<file path="config.mk">
export PLATFORM = sky130hd
export DESIGN_NAME = iscs_core
export DESIGN_NICKNAME = d
export VERILOG_FILES = /design/src/hw/iscs_pkg.sv /design/src/hw/iscs_core.sv /design/src/hw/iscs_evq_mem.sv
export VERILOG_INCLUDE_DIRS = /design/src /design/src/hw
export SDC_FILE = /design/constraint.sdc
export NUM_CORES = 1
export LEC_CHECK = 0
export BUFFER_PORTS_ARGS = -buffer_cell sky130_fd_sc_hd__buf_2
export CAP_MARGIN = 20
export CORE_UTILIZATION = 35
export CTS_CLUSTER_DIAMETER = 120
export CTS_CLUSTER_SIZE = 25
export DETAILED_ROUTE_END_ITERATION = 10
export MAX_ROUTING_LAYER = met4
export PLACE_DENSITY = 0.58
export SYNTH_ARGS = -nofsm -noshare
export SYNTH_HDL_FRONTEND = slang
export SYNTH_HIERARCHICAL = 1
export SYNTH_SLANG_ARGS = --single-unit
</file>
<file path="constraint.sdc">
create_clock -name i_clock -period 8.5 [get_ports i_clock]
set_input_delay 1.7 -clock i_clock [delete_from_list [all_inputs] [get_ports i_clock]]
set_output_delay 1.7 -clock i_clock [all_outputs]
set_load 0.05 [all_outputs]
</file>
<file path="src/hw/iscs_params.svh">
`ifndef ISCS_PARAMS_SVH
`define ISCS_PARAMS_SVH
`define ISCS_EVQ_DEPTH 8
`define ISCS_EVQ_AW 3
`define ISCS_VAL_W 20
`define ISCS_TAG_W 12
`define ISCS_EVT_TYPES 5
`define ISCS_EVT_MASK_RST 5'h17
`define ISCS_CHAR_ZERO 8'h30
`define ISCS_CHAR_ONE 8'h31
`define ISCS_VERSION_MAJ 8'h01
`define ISCS_VERSION_MIN 8'h00
`endif

</file>
<file path="src/hw/iscs_pkg.sv">
package iscs_pkg;
    typedef enum logic [4:0] {
        ISCS_CMD_NONE, ISCS_CMD_TARGET_QUERY, ISCS_CMD_VERSION_QUERY, ISCS_CMD_CLEAR_EVENT,
        ISCS_CMD_EVT_DISABLE, ISCS_CMD_EVT_ARM, ISCS_CMD_MUTE_ALL, ISCS_CMD_LOCK, ISCS_CMD_MODE,
        ISCS_CMD_ANODE_SW, ISCS_CMD_FIL_SW, ISCS_CMD_BEAM_SW, ISCS_CMD_GAS_SW,
        ISCS_CMD_ANODE_I, ISCS_CMD_ANODE_V, ISCS_CMD_FIL_I, ISCS_CMD_FIL_CAP, ISCS_CMD_EMIS_I,
        ISCS_CMD_NEUT_I, ISCS_CMD_NEUT_R, ISCS_CMD_GAS_FLOW, ISCS_CMD_GAS_CAP, ISCS_CMD_GAS_MASTER,
        ISCS_CMD_GAS_SHARE, ISCS_CMD_GAS_START
    } iscs_cmd_e;
    typedef struct packed {
        iscs_cmd_e cmd;
        logic [1:0] chan;
        logic [19:0] value;
        logic [11:0] tag;
        logic [7:0] arg_char;
        logic sum_ok;
    } iscs_cmd_s;
    typedef struct packed {
        logic auto_mode;
        logic ai_feat;
        logic ci_feat;
        logic ei_feat;
        logic ni_feat;
        logic sg_feat;
    } iscs_cfg_s;
    typedef struct packed {
        logic [11:0] tag;
        logic [7:0] code;
        logic [15:0] data;
    } iscs_evt_s;
    typedef struct packed {
        logic [19:0] anode_v;
        logic [19:0] anode_i;
        logic [2:0][19:0] run_flow;
        logic [2:0][19:0] start_flow;
        logic [2:0][19:0] flow_cap;
        logic neut_is_ratio;
        logic [19:0] neut_val;
    } iscs_target_s;
endpackage

</file>
<file path="src/hw/iscs_core.sv">
`timescale 1ns/10ps
`include "iscs_params.svh"
// Notes on behaviour
// - target reply: anode volts, amps, then run, start, cap per gas channel
// - last target field is neutralizer ratio percent or current, per setpoint in use
// - version reply carries vv.vv version; framing done by serializer
// - clear-event removes oldest event only when tag matches
// - disable takes type code 000/001/002/004 and stops that type
// - arm takes the same codes and resumes that type
// - mute-all stops every event type
// - lock argument '0' unlocks, '1' locks
// - mode argument '0' manual, '1' automatic
// - anode, filament and gas switches act only in manual mode
// - beam switch acts only in automatic mode
// - anode current setpoint only in auto with its feature on
// - filament current in auto with feature on, or in manual
// - filament cap sets largest AC filament current
// - each gas channel keeps its own flow cap
// - master select names one channel, replacing previous
// - run share percent of master flow, per channel, in auto
// - each channel keeps a start flow for auto startup
// - flow set: channel 1 manual or auto+gas feature; 2,3 manual only
// - emission setpoint only in auto with its feature on
// - neutralizer as current or ratio in auto with feature on
// - anode voltage always stored
// - each new event tag is previous plus one
// - event reply flag '1' if more events wait, else '0'
module iscs_core (
    input wire logic i_clock, // 125 MHz
    input wire logic i_sys_rst, // sync reset
    input wire logic i_cmd_valid, // decoded command strobe
    input wire iscs_pkg::iscs_cmd_s i_cmd, // decoded command
    input wire iscs_pkg::iscs_cfg_s i_feat, // auto-mode feature selects
    input wire logic i_evt_valid, // new event strobe
    input wire logic [2:0] i_evt_type, // event type code
    input wire logic [7:0] i_evt_code, // event code
    input wire logic [15:0] i_evt_data, // event data
    output logic o_auto_mode, // 1 = automatic
    output logic o_locked, // 1 = locked
    output logic o_anode_on, // anode switch
    output logic o_fil_on, // filament switch
    output logic o_beam_on, // beam switch
    output logic [2:0] o_gas_on, // gas channel switches
    output logic [1:0] o_master, // master channel 1..3, 0 none
    output logic [19:0] o_fil_i, // filament current
    output logic [19:0] o_fil_cap, // filament current cap
    output logic [19:0] o_emis_i, // emission current
    output logic [59:0] o_run_share, // per-channel run share percent
    output logic [`ISCS_EVT_TYPES-1:0] o_evt_mask, // enabled event types
    output iscs_pkg::iscs_target_s o_target, // target-state reply
    output logic [15:0] o_version, // version digits
    output logic o_reply_valid, // reply strobe
    output iscs_pkg::iscs_cmd_e o_reply_kind, // which query
    output logic o_evt_present, // queue not empty
    output iscs_pkg::iscs_evt_s o_evt_head, // oldest event
    output logic [7:0] o_evt_more // '0' or '1'
);
    // ==========================================================
    // command qualification
    wire logic go = i_cmd_valid && i_cmd.sum_ok && (i_cmd.cmd != iscs_pkg::ISCS_CMD_NONE);
    wire logic manual = !o_auto_mode;
    wire logic arg0 = i_cmd.arg_char == `ISCS_CHAR_ZERO;
    wire logic arg1 = i_cmd.arg_char == `ISCS_CHAR_ONE;
    wire logic chan_ok = (i_cmd.chan != 2'h0);
    wire logic [1:0] ci = i_cmd.chan - 2'h1;
    wire logic is_cmd [25];
    wire logic [2:0] tcode = i_cmd.tag[2:0];
    // type codes 000,001,002,004 map to mask bits 0,1,2,4
    wire logic type_ok = (i_cmd.tag[11:3] == 9'h0) && (tcode != 3'h3) && (tcode <= 3'h4);
    genvar g;
    generate
        for (g = 0; g < 25; g++) begin : g_dec
            assign is_cmd[g] = go && (i_cmd.cmd == iscs_pkg::iscs_cmd_e'(g));
        end
    endgenerate
    wire logic sw_val = i_cmd.value[0];
    wire logic do_anode_sw = is_cmd[iscs_pkg::ISCS_CMD_ANODE_SW] && manual;
    wire logic do_fil_sw = is_cmd[iscs_pkg::ISCS_CMD_FIL_SW] && manual;
    wire logic do_gas_sw = is_cmd[iscs_pkg::ISCS_CMD_GAS_SW] && manual && chan_ok;
    wire logic do_beam = is_cmd[iscs_pkg::ISCS_CMD_BEAM_SW] && o_auto_mode;
    wire logic do_ai = is_cmd[iscs_pkg::ISCS_CMD_ANODE_I] && o_auto_mode && i_feat.ai_feat;
    wire logic do_ci = is_cmd[iscs_pkg::ISCS_CMD_FIL_I] && (manual || i_feat.ci_feat);
    wire logic do_ei = is_cmd[iscs_pkg::ISCS_CMD_EMIS_I] && o_auto_mode && i_feat.ei_feat;
    wire logic neut_ok = o_auto_mode && i_feat.ni_feat;
    wire logic do_ni = is_cmd[iscs_pkg::ISCS_CMD_NEUT_I] && neut_ok;
    wire logic do_nr = is_cmd[iscs_pkg::ISCS_CMD_NEUT_R] && neut_ok;
    wire logic flow_mode_ok = manual || (i_cmd.chan == 2'h1 && i_feat.sg_feat);
    wire logic do_flow = is_cmd[iscs_pkg::ISCS_CMD_GAS_FLOW] && chan_ok && flow_mode_ok;
    wire logic do_cap = is_cmd[iscs_pkg::ISCS_CMD_GAS_CAP] && chan_ok;
    wire logic do_master = is_cmd[iscs_pkg::ISCS_CMD_GAS_MASTER] && chan_ok;
    // share and start flow are held at any time, used by auto-mode logic downstream
    wire logic do_share = is_cmd[iscs_pkg::ISCS_CMD_GAS_SHARE] && chan_ok;
    wire logic do_start = is_cmd[iscs_pkg::ISCS_CMD_GAS_START] && chan_ok;

    // ==========================================================
    // modes and switches
    always_ff @(posedge i_clock) begin
        if (i_sys_rst) begin
            o_auto_mode <= 1'b0;
            o_locked <= 1'b0;
            o_anode_on <= 1'b0;
            o_fil_on <= 1'b0;
            o_beam_on <= 1'b0;
            o_master <= 2'h0;
        end else begin
            if (is_cmd[iscs_pkg::ISCS_CMD_MODE] && (arg0 || arg1)) begin
                o_auto_mode <= arg1;
            end
            if (is_cmd[iscs_pkg::ISCS_CMD_LOCK] && (arg0 || arg1)) begin
                o_locked <= arg1;
            end
            if (do_anode_sw) begin
                o_anode_on <= sw_val;
            end
            if (do_fil_sw) begin
                o_fil_on <= sw_val;
            end
            if (do_beam) begin
                o_beam_on <= sw_val;
            end
            if (do_master) begin
                o_master <= i_cmd.chan;
            end
        end
    end

    // ==========================================================
    // setpoints
    always_ff @(posedge i_clock) begin
        if (i_sys_rst) begin
            o_target <= '0;
            o_fil_i <= 20'h0;
            o_fil_cap <= 20'h0;
            o_emis_i <= 20'h0;
        end else begin
            if (is_cmd[iscs_pkg::ISCS_CMD_ANODE_V]) begin
                o_target.anode_v <= i_cmd.value;
            end
            if (do_ai) begin
                o_target.anode_i <= i_cmd.value;
            end
            if (do_ci) begin
                o_fil_i <= i_cmd.value;
            end
            if (is_cmd[iscs_pkg::ISCS_CMD_FIL_CAP]) begin
                o_fil_cap <= i_cmd.value;
            end
            if (do_ei) begin
                o_emis_i <= i_cmd.value;
            end
            if (do_ni || do_nr) begin
                o_target.neut_val <= i_cmd.value;
                o_target.neut_is_ratio <= do_nr;
            end
            if (do_flow) begin
                o_target.run_flow[ci] <= i_cmd.value;
            end
            if (do_cap) begin
                o_target.flow_cap[ci] <= i_cmd.value;
            end
            if (do_start) begin
                o_target.start_flow[ci] <= i_cmd.value;
            end
        end
    end

    generate
        for (g = 0; g < 3; g++) begin : g_gas
            always_ff @(posedge i_clock) begin
                if (i_sys_rst) begin
                    o_gas_on[g] <= 1'b0;
                    o_run_share[g*20 +: 20] <= 20'h0;
                end else begin
                    if (do_gas_sw && ci == 2'(g)) begin
                        o_gas_on[g] <= sw_val;
                    end
                    if (do_share && ci == 2'(g)) begin
                        o_run_share[g*20 +: 20] <= i_cmd.value;
                    end
                end
            end
        end
    endgenerate

    // ==========================================================
    // replies; target struct order is the reply field order
    always_ff @(posedge i_clock) begin
        if (i_sys_rst) begin
            o_reply_valid <= 1'b0;
            o_reply_kind <= iscs_pkg::ISCS_CMD_NONE;
            o_version <= 16'h0;
        end else begin
            o_version <= {`ISCS_VERSION_MAJ, `ISCS_VERSION_MIN};
            o_reply_valid <= is_cmd[iscs_pkg::ISCS_CMD_TARGET_QUERY] ||
                is_cmd[iscs_pkg::ISCS_CMD_VERSION_QUERY];
            o_reply_kind <= go ? i_cmd.cmd : iscs_pkg::ISCS_CMD_NONE;
        end
    end

    // ==========================================================
    // event mask and queue
    wire logic evt_type_ok = (i_evt_type != 3'h3) && (i_evt_type <= 3'h4);
    wire logic evt_enabled = evt_type_ok && o_evt_mask[i_evt_type];
    logic [`ISCS_EVQ_AW-1:0] wr_ptr_r, rd_ptr_r;
    logic [`ISCS_EVQ_AW:0] count_r;
    logic [`ISCS_TAG_W-1:0] tag_r;
    wire logic full = count_r == (`ISCS_EVQ_AW+1)'(`ISCS_EVQ_DEPTH);
    // a full queue drops new events; the host must clear to make room
    wire logic push = i_evt_valid && evt_enabled && !full;
    wire logic pop = is_cmd[iscs_pkg::ISCS_CMD_CLEAR_EVENT] && (count_r != '0) &&
        (i_cmd.tag == o_evt_head.tag);
    wire logic [`ISCS_EVQ_AW-1:0] rd_next = pop ? rd_ptr_r + 1'b1 : rd_ptr_r;
    // one next-count feeds the counter and the flags so they cannot drift apart
    wire logic [`ISCS_EVQ_AW:0] count_nxt = count_r + (`ISCS_EVQ_AW+1)'(push) - (`ISCS_EVQ_AW+1)'(pop);
    wire logic more_nxt = count_nxt > (`ISCS_EVQ_AW+1)'(1);
    iscs_pkg::iscs_evt_s new_evt;
    assign new_evt = '{tag: tag_r, code: i_evt_code, data: i_evt_data};

    always_ff @(posedge i_clock) begin
        if (i_sys_rst) begin
            o_evt_mask <= `ISCS_EVT_MASK_RST;
        end else if (is_cmd[iscs_pkg::ISCS_CMD_MUTE_ALL]) begin
            o_evt_mask <= '0;
        end else if (is_cmd[iscs_pkg::ISCS_CMD_EVT_DISABLE] && type_ok) begin
            o_evt_mask[tcode] <= 1'b0;
        end else if (is_cmd[iscs_pkg::ISCS_CMD_EVT_ARM] && type_ok) begin
            o_evt_mask[tcode] <= 1'b1;
        end
    end

    always_ff @(posedge i_clock) begin
        if (i_sys_rst) begin
            wr_ptr_r <= '0;
            rd_ptr_r <= '0;
            count_r <= '0;
            tag_r <= '0;
        end else begin
            if (push) begin
                wr_ptr_r <= wr_ptr_r + 1'b1;
                tag_r <= tag_r + 1'b1;
            end
            rd_ptr_r <= rd_next;
            count_r <= count_nxt;
        end
    end

    iscs_evq_mem u_mem (
        .i_clock(i_clock),
        .i_we(push),
        .i_waddr(wr_ptr_r),
        .i_wdata(new_evt),
        .i_raddr(rd_next),
        .o_rdata(o_evt_head)
    );

    always_ff @(posedge i_clock) begin
        if (i_sys_rst) begin
            o_evt_present <= 1'b0;
            o_evt_more <= `ISCS_CHAR_ZERO;
        end else begin
            o_evt_present <= count_nxt != '0;
            o_evt_more <= more_nxt ? `ISCS_CHAR_ONE : `ISCS_CHAR_ZERO;
        end
    end

    // ==========================================================
    // checks
    mode_select_a: assert property (@(posedge i_clock) disable iff (i_sys_rst)
        is_cmd[iscs_pkg::ISCS_CMD_MODE] && arg1 |=> o_auto_mode) else $error("mode set failed");
    lock_select_a: assert property (@(posedge i_clock) disable iff (i_sys_rst)
        is_cmd[iscs_pkg::ISCS_CMD_LOCK] && arg0 |=> !o_locked) else $error("unlock failed");
    beam_auto_a: assert property (@(posedge i_clock) disable iff (i_sys_rst)
        $changed(o_beam_on) |-> $past(o_auto_mode)) else $error("beam moved in manual");
    anode_manual_a: assert property (@(posedge i_clock) disable iff (i_sys_rst)
        $changed(o_anode_on) |-> !$past(o_auto_mode)) else $error("anode moved in auto");
    mute_all_a: assert property (@(posedge i_clock) disable iff (i_sys_rst)
        is_cmd[iscs_pkg::ISCS_CMD_MUTE_ALL] |=> o_evt_mask == '0) else $error("mute failed");
    clear_tag_a: assert property (@(posedge i_clock) disable iff (i_sys_rst)
        is_cmd[iscs_pkg::ISCS_CMD_CLEAR_EVENT] && i_cmd.tag != o_evt_head.tag && !push
        |=> $stable(count_r)) else $error("bad tag cleared event");
    tag_step_a: assert property (@(posedge i_clock) disable iff (i_sys_rst)
        push |=> tag_r == $past(tag_r) + 1'b1) else $error("tag not incremented");
    anode_volt_a: assert property (@(posedge i_clock) disable iff (i_sys_rst)
        is_cmd[iscs_pkg::ISCS_CMD_ANODE_V] |=> o_target.anode_v == $past(i_cmd.value))
        else $error("anode volt not stored");
    bad_sum_a: assert property (@(posedge i_clock) disable iff (i_sys_rst)
        i_cmd_valid && !i_cmd.sum_ok |=> $stable(o_auto_mode) && $stable(o_target))
        else $error("bad checksum acted");
    ai_gate_a: assert property (@(posedge i_clock) disable iff (i_sys_rst)
        $changed(o_target.anode_i) |-> $past(o_auto_mode) && $past(i_feat.ai_feat))
        else $error("anode current set outside auto");
    emis_gate_a: assert property (@(posedge i_clock) disable iff (i_sys_rst)
        $changed(o_emis_i) |-> $past(o_auto_mode) && $past(i_feat.ei_feat))
        else $error("emission set outside auto");
    flow_manual_a: assert property (@(posedge i_clock) disable iff (i_sys_rst)
        $changed(o_target.run_flow[1]) |-> !$past(o_auto_mode)) else $error("channel 2 flow set in auto");
endmodule

</file>
<file path="src/hw/iscs_evq_mem.sv">
`timescale 1ns/10ps
`include "iscs_params.svh"
// small event store; read data is registered
module iscs_evq_mem (
    input wire logic i_clock, // system clock
    input wire logic i_we, // write strobe
    input wire logic [`ISCS_EVQ_AW-1:0] i_waddr, // write slot
    input wire iscs_pkg::iscs_evt_s i_wdata, // event to store
    input wire logic [`ISCS_EVQ_AW-1:0] i_raddr, // read slot
    output iscs_pkg::iscs_evt_s o_rdata // registered read data
);
    iscs_pkg::iscs_evt_s mem_r [`ISCS_EVQ_DEPTH];
    always_ff @(posedge i_clock) begin
        if (i_we) begin
            mem_r[i_waddr] <= i_wdata;
        end
        // forward a write into the slot being read, else the head lags a push by one cycle
        if (i_we && (i_waddr == i_raddr)) begin
            o_rdata <= i_wdata;
        end else begin
            o_rdata <= mem_r[i_raddr];
        end
    end
endmodule

</file>
; Word level (Yosys, flattened, before mapping)
; Memories as Yosys holds them, arrays and structs flattened. A register that Yosys moved wholly into a read port is not among the register bits.
; Index checks and enable logic that the tools add are counted.
[totals]
register_bits = 429
ramBits = 288
inputBits = 85
out_inout_bits = 443
elab_cells = 191
memories = 1
[classes]
n_addsub = 6
magnitude_cmp = 8
n_eq_ne = 33
muxes = 17
bitwise_logic = 4
n_reduce_logical = 83
[mem_list]
columns = name, depth, word_bits, rd, rd_clocked_by_memory_dff, write_ports, line
row1 = u_mem.mem_r, 8, 36, 1, 1, 1, iscs_evq_mem.sv:12  ; iscs_pkg::iscs_evt_s mem_r [`ISCS_EVQ_DEPTH];
[ops]
columns = cell, n
row1 = 60-bit bitwise mux, 3
row2 = 1-bit logical AND, 66
row3 = "5-bit equality test, second input constant", 9
row4 = 20-bit demux with 2-bit select, 1
row5 = "5-bit by 4-bit equality test with 1-bit output, second input constant", 8
row6 = "5-bit by 3-bit equality test with 1-bit output, second input constant", 4
row7 = 20-bit 2-to-1 mux, 1
row8 = "8-bit by 6-bit equality test with 1-bit output, second input constant", 2
row9 = 5-bit 2-to-1 mux, 3
row10 = "12-bit by 1-bit adder with 12-bit output, second input constant", 1
row11 = 12-bit equality test, 1
row12 = "5-bit by 2-bit equality test with 1-bit output, second input constant", 2
row13 = 9-bit zero test, 1
row14 = 9-bit 2-to-1 mux, 1
row15 = "3-bit by 4-bit < comparator with 1-bit output, second input constant", 2
row16 = 4-bit nonzero test, 2
row17 = "3-bit by 1-bit adder with 3-bit output, second input constant", 2
row18 = "3-bit <= comparator, second input constant", 2
row19 = "3-bit by 2-bit inequality test with 1-bit output, second input constant", 2
row20 = 5-bit bitwise AND, 1
row21 = "5-bit by 1-bit equality test with 1-bit output, second input constant", 1
row22 = 1-bit logical OR, 5
row23 = 1-bit 2-to-1 mux, 5
row24 = 5-bit NOT, 1
row25 = other kinds (21), 25

; Logic depth before layout (Yosys ltp)
; Gate-level depths: netlist of the first run.
[logic_depth]
depth_word = 9
ltp_mapped = 16
ltp_nobuf = 14

; By module
; The synthesis of the first run kept the hierarchy.
[modules_own_cells]
columns = module, instances, cells_each, area_each_um2, seq_area_each_um2
row1 = iscs_core, 1, 1902, 15212.1, 8147.8
row2 = iscs_evq_mem, 1, 432, 11202.0, 8708.4

; Worst setup path before layout of the first run
; OpenSTA, ideal clock, no wires.
[synth_timing]
kind = input port to flip-flop
startpoint = input port i_evt_type[2]
endpoint = memory u_mem/mem_r[0][0] (netlist bit) (enable)
setup_time_ns = 0.474
arrival_time_ns = 5.178
t_required_ns = 8.026
slack_ns = 2.847
stages = 7
path_buffers = 2
path_cell_list = a211oi_1 o21ai_2 buf_6 buf_2 inv_1 nand2b_1 nor3_1
[synth_between]
elab_chain_len = 7
word_cells_on_any_way = 10
classes_between = order compare (1) / eq/ne (1) / mux (4) / reduce/logical (4)
[synth_lines]
columns = item, line
row1 = from (decl), iscs_core.sv:35  ; input wire logic [2:0] i_evt_type,
row2 = "1-bit binary-select mux with 3-bit select, or another cell as far along", iscs_core.sv:203  ; wire logic evt_enabled = evt_type_ok && o_evt_mask[i_evt_type];
row3 = 1-bit 2-to-1 mux (implied by the code) / 1-bit logical AND (equally long branches), "iscs_core.sv:203, iscs_core.sv:202"
row4 = 1-bit logical AND *, iscs_core.sv:203
row5 = 1-bit logical AND * (2 in a row), iscs_core.sv:209  ; wire logic push = i_evt_valid && evt_enabled && !full;
row6 = via push, iscs_core.sv:209
row7 = 1-bit 2-to-1 mux *, iscs_evq_mem.sv:14  ; if (i_we) begin
row8 = 1-bit 2-to-1 mux (implied by the code) *, iscs_evq_mem.sv:15  ; mem_r[i_waddr] <= i_wdata;
row9 = to (decl), iscs_evq_mem.sv:12
; Mark *: on every way through the listed nets, which the timed path passes. The rest lies on a longest branch. The select of a mux whose other input is x is not followed.

==> impl_metrics.toml, run 1 <==
[clocking]
clk-insertion-delay-late_ns = 0.59
cts_sinks = 698
h-tree-depth = 2
cts_buffers = 34
clockBufferDepth = 3
post_cts_buffers = 0
clk_pin_slew_ns = 0.10
cts-root-buf = "clkbuf_16"
post_cts_resized = 0
ctsHoldBuffers = 0
cts_tree = "built"

[layout]
mostFrequentLayoutCells = "nand2_1 (671), buf_2 (503), dfxtp_1 (407)"
area_growth_pct = 15.78
nets = 2811
drive_gt1_frac = 0.2291
final_common_cell = "nand2_1"

[floorplanning]
die_y_microns = 276.7
io-pin-count = 528
rows = 100
die_width_microns = 276.7
dieArea_sq_mm = 0.07657
initial_core_util = 0.3542
core_region_area_sq_mm = 0.07457

[flow_run]
maxCapViolations = 0

[grt]
grt_max_degree = 240
grt_pass1_wl_microns = 123300
track_usage = 0.2232
antenna_found_initial = 12
first_global_vias = 18040
grt-ovfl-total = 0

[routing]
num_vias = 19159
drc = 0
first_pass_iters = 5
vias_per_cell = 5.161
ant_nets = 0
drt_iter0_markers = 1531
wire_per_inst_microns = 23.07
wl_microns = 85640

[synthesis]
synth_top_area_frac = 0.3274
ys_types = 50
async_flop_share = 0
ys_seq_elements = 698
avgSynthCellArea_sq_um = 11.32
post-synth-top-area-cell = "edfxtp_1"
synth_area_leaders = "edfxtp_1 (33%), dfxtp_1 (31%), nand2_1 (9.5%)"
yosys_warnings = 6
ys.flop_type = "dfxtp_1"
seq_area_frac_synth = 0.6382
synth_area_sq_mm = 0.02641
synth_edf_count = 288
syn_inst = 2334

[timing]
period_share = 0.6309
grt_setup_unrepaired = "false"
finClkSkew_ns = 0.02078
fin_setup_tns_ns = 0
max_slew.worst_pin.slew_ns = 1.313
timing.hold.ws_ns = 0.4548
min_period_ns = 5.363
slew_headroom = 0.1249
setup_violations = 0
slew_violations = 0
fin_ws_ns = 3.137
hold_viol_final = 0
fmax_mhz = 186.5

[status]
outcome = "finished clean"

[worst_hold_path]
hold_path_class = "reg2reg"

[power_and_ir_drop]
p_sw_frac = 0.2477
p_int_w = 0.004434
leakagePower_nw = 11.62
powerDensity_mw_per_mm2 = 192.7
pwr-share-seq = 0.603
vdd_ir_drop_max_mv = 0.1792
p_comb_frac = 0.079
clockPowerShare = 0.318
switching_power_w = 0.001460

[place]
io_buffers = 504
dpl.hpwl_microns = 56910
dpl_worst_slack_ns = 3.136
routabilityCongestion = 0.8562

[worst_setup_path]
worstSetupEndpointType = "flip-flop"
cp_max_fo = 40
start_kind = "flip-flop"
cp.arrival_ns = 5.77
worstSetupPathType = "reg2reg"
crit_required_ns = 8.91
-- synthesized netlist by cell type, types with 8 or more instances --
cell and count:
nand2b_1 8, nor2b_1 11, a21oi_1 335, nor4_1 10, edfxtp_1 288, buf_2 30
ha_1 9, buf_6 9, mux2i_1 51, nand2_1 671, mux2_2 36, inv_1 13
nand3_1 21, xor2_1 13, and2_1 9, nor3_1 9, nor2_1 90, clkbuf_1 129
buf_4 23, dfxtp_1 410, buf_1 10, mux4_1 72
-- worst max-delay path, stage by stage, from the launching register on --
cell and delay [ns]:
dfxtp_2 0.89, buf_4 0.59, mux4_1 0.37, mux2_2 0.29, xor2_1 0.15, nor4_1 0.93, nand2_1 0.19, nor4_1 0.40
ha_1 0.21, inv_1 0.06, ha_1 0.27, a21o_1 0.18, a21oi_1 0.17, xnor2_1 0.16, and3b_1 0.21, a21oi_1 0.07
-- state kept, by name (all words and copies together) (netlist names), 2 cells and up, named ones only --
name          flops
o_fil_i          20
o_evt_mask        4
o_run_share      60
count_r           4
rd_ptr_r          3
o_emis_i         20
o_master          2
o_reply_kind      5
o_gas_on          3
o_target        241
tag_r            12
u_mem/mem_r     288
o_fil_cap        20
wr_ptr_r          3
-- kinds of logic (layout without fill, tap and decap cells) --
kind of cell | count (synthesis) | in the layout | share of synthesized area
compound gates | 357 | 357 | 0.07034
xor+xnor | 20 | 20 | 0.006632
fa+ha+maj | 10 | 10 | 0.005021
buf+inv | 216 | 595 | 0.03804
flops | 698 | 698 | 0.6382
mux | 162 | 162 | 0.1076
other cells | 2 | 32 | 0.0002843
simple gates | 869 | 869 | 0.1340
-- layer usage --
metal  GRT usage  part of all wire
met5           -                 0
met2      0.3514              0.47
met1      0.2794              0.41
met4     0.08219             0.040
met3     0.05290             0.081
-- final cells by class --
cell class | instances | area (sq um)
sequential | 698 | 16860
multi-input combinational | 1440 | 8703
fill | 7112 | 43990
timing repair buffer | 529 | 2740
clock buffer | 46 | 895.9
inverter | 13 | 48.80
clock inverter | 7 | 95.09
antenna | 10 | 25.02
tap | 969 | 1212
-- through the flow --
stage                       util  power [W]  instance area [sq um]  instances
after global routing      0.4101   0.006098                  30580       3711
after floorplan                -   0.003937                  26490       2354
after global placement    0.3963   0.004091                  29550       3648
final                     0.4101   0.005895                  30580       3712
after detailed placement  0.3965   0.004098                  29570       3649
after CTS                 0.4098   0.005957                  30560       3702
-- power by group through the flow --
stage / Combinational, W / Clock, W / Sequential, W
floorplan: 0.000284 / 0 / 0.00365
global placement: 0.000464 / 0 / 0.00363
detailed placement: 0.000467 / 0 / 0.00363
CTS: 0.000469 / 0.00193 / 0.00355
global route: 0.000492 / 0.00205 / 0.00356
finish: 0.000467 / 0.00188 / 0.00355
-- final timing paths --
check,depth (start not counted),start,end,slack (ns)
worst max-delay path,15,flip-flop,o_evt_present,3.14
worst min-delay path,2,o_fil_cap[12],o_fil_cap[12],0.45
worst max register to register,15,flip-flop,o_evt_present,3.14
worst min register to register,2,o_fil_cap[12],o_fil_cap[12],0.45
Power figures use the tool's default switching activity.
==> run 2, diff against run 1 <==
- PLACE_DENSITY: 0.58 -> 0.6
- clock period: 8.5 -> 4.8 ns (I/O delays scaled with it)
==> run 2 against run 1 <==
  * Register-to-register slack lost 2.7 ns
  * Setup slack lost 2.7 ns
  * Maximum frequency grew 24%
  * Sequential power grew 77%
  * Flip-flop and latch count is the same
  * Clock-buffer cell count shrank 1
  * Sequential share of layout area shrank 0.43 points
  * First-iteration DRC count shrank 0.20%
  * Global-route usage shrank 0.18 points
  * Critical endpoint unchanged
  * Non-clock buffer count grew 14
  * Critical path type unchanged
==> impl_metrics.toml, run 2 (synthesis results as in run 1) <==
[place]
routabilityCongestion = 0.8269
dpl.hpwl_microns = 57140
io_buffers = 504
dpl_worst_slack_ns = 0.5003

[timing]
finClkSkew_ns = 0.04022
max_slew.worst_pin.slew_ns = 1.161
period_share = 0.9020
min_period_ns = 4.330
fmax_mhz = 231.0
fin_ws_ns = 0.4703
setup_violations = 0
slew_headroom = 0.2258
fin_setup_tns_ns = 0
grt_setup_unrepaired = "false"
hold_viol_final = 0
slew_violations = 0

[layout]
fillers = 7089
reg_top3 = "u_mem/mem_r x288, o_target x241, o_run_share x60"
largest_reg_flops = 288
drive_gt1_frac = 0.2339
nets = 2826
final_common_cell = "nand2_1"
mostFrequentLayoutCells = "nand2_1 (671), buf_2 (503), dfxtp_1 (407)"
largest_register = "u_mem/mem_r"
area_growth_pct = 16.68

[power_and_ir_drop]
p_int_w = 0.007901
leakagePower_nw = 11.73
p_comb_frac = 0.079
switching_power_w = 0.002621
pwr-share-seq = 0.598
vdd_ir_drop_max_mv = 0.2748
p_sw_frac = 0.2491
clockPowerShare = 0.323
powerDensity_mw_per_mm2 = 341.4

[grt]
busiest_layer = "met2"
first_global_vias = 17595
grt_pass1_wl_microns = 121800
grt_use_met2 = 0.3374
antenna_found_initial = 14
use_met3 = 0.05028
grt_max_degree = 121
track_usage = 0.2214
grt-ovfl-total = 0
met1_usage = 0.2869

[worst_setup_path]
worstSetupPathType = "reg2reg"
rr_worst_depth = 14
cp_max_fo = 27
crit_path_end = "o_evt_present"
crit_required_ns = 5.23
start_kind = "flip-flop"
cpPeakStageDelay_ns = 0.66
regToRegEndpoint = "o_evt_present"
r2r_setup_slack_ns = 0.47
path_cells = "mux4_1 -> mux2_2 -> xor2_1 -> nor4_1 -> nand2_1 -> nor4_1 -> ha_1 -> inv_1 -> ha_1 -> a21o_1 -> a21oi_1 -> xnor2_1 -> and3b_1 -> a21oi_1"
cp.arrival_ns = 4.76
crit_path_top_delay_cell = "dfxtp_4"
worstSetupEndpointType = "flip-flop"

[clocking]
h-tree-depth = 2
post_cts_buffers = 0
clk_pin_slew_ns = 0.10
clk-insertion-delay-late_ns = 0.59
cts_tree = "built"
ctsHoldBuffers = 0
cts-root-buf = "clkbuf_16"
post_cts_resized = 0
clockBufferDepth = 3
cts_sinks = 698
cts_buffers = 35

[floorplanning]
io-pin-count = 528
die_y_microns = 276.7
die_width_microns = 276.7
initial_core_util = 0.3542
core_region_area_sq_mm = 0.07457
dieArea_sq_mm = 0.07657
rows = 100

[flow_run]
maxCapViolations = 0

[routing]
vias_per_cell = 5.063
drt_iter0_markers = 1528
num_vias = 18886
first_pass_iters = 6
wire_per_inst_microns = 22.81
ant_nets = 0
drc = 0
wl_microns = 85080

[worst_hold_path]
hold_path_class = "reg2reg"

[status]
outcome = "finished clean"
-- run 2: how the worst min path moves through the flow --
stage                    start              end  slack (ns)  cells past startpoint
6_report       o_run_share[42]  o_run_share[42]        0.45                      2
5_1_grt        o_run_share[31]  o_run_share[31]        0.47                      2
4_1_cts           o_target[15]     o_target[15]        0.45                      2
3_5_place_dp     o_target[181]    o_target[181]        0.44                      2
3_3_place_gp     o_target[142]    o_target[142]        0.43                      2
2_1_floorplan      rd_ptr_r[2]        flip-flop        0.45                      1
-- run 2: layout make-up --
type                    count  area, sq um  share of cell area
diodes                     12        30.03           0.0009743
clock inverters            10        112.6            0.003654
multi-input cells        1440         8713              0.2827
inverters                  13        48.80            0.001583
well taps                 969         1212             0.03934
flip-flops and latches    698        16860              0.5471
clock buffers              45        913.4             0.02964
repair buffers            543         2928             0.09499
-- run 2: metrics by stage --
step	std cells	utilization	power, W	hold WS (ns)	cell area, sq um
floorplan	2354	-	0.006971	0.4452	26500
global placement	3660	0.3986	0.007265	0.4343	29730
detailed placement	3660	0.3986	0.007268	0.4421	29730
CTS	3715	0.4124	0.01061	0.4535	30750
global route	3729	0.4133	0.01086	0.4693	30820
finish	3730	0.4133	0.01052	0.4529	30820
-- run 2: layer usage --
| metal | vias to the layer above | part of all wire |
|---|---|---|
| met4 | 0 | 0.040 |
| li1 | 8803 | - |
| met2 | 712 | 0.45 |
| met5 | - | 0 |
| met3 | 134 | 0.077 |
| met1 | 9237 | 0.43 |
-- run 2: critical path: cells and delay by family, from the launching register on --
family                   cells  cell delay, ns
XOR/XNOR                     2            0.30
buffers and inverters        1            0.07
flip-flops                   1            0.66
AO/OA/AOI/OAI                3            0.41
multiplexers                 2            0.94
adder cells (fa/ha/maj)      2            0.50
AND/OR/NAND/NOR              4            1.28
-- run 2: power by group through the flow --
stage	clock (W)	combinational, W	sequential, W
after global routing	0.00367	0.000874	0.00631
after CTS	0.00348	0.000833	0.00630
final	0.00340	0.000828	0.00630
after detailed placement	0	0.000830	0.00644
after floorplan	0	0.000504	0.00647
after global placement	0	0.000829	0.00644
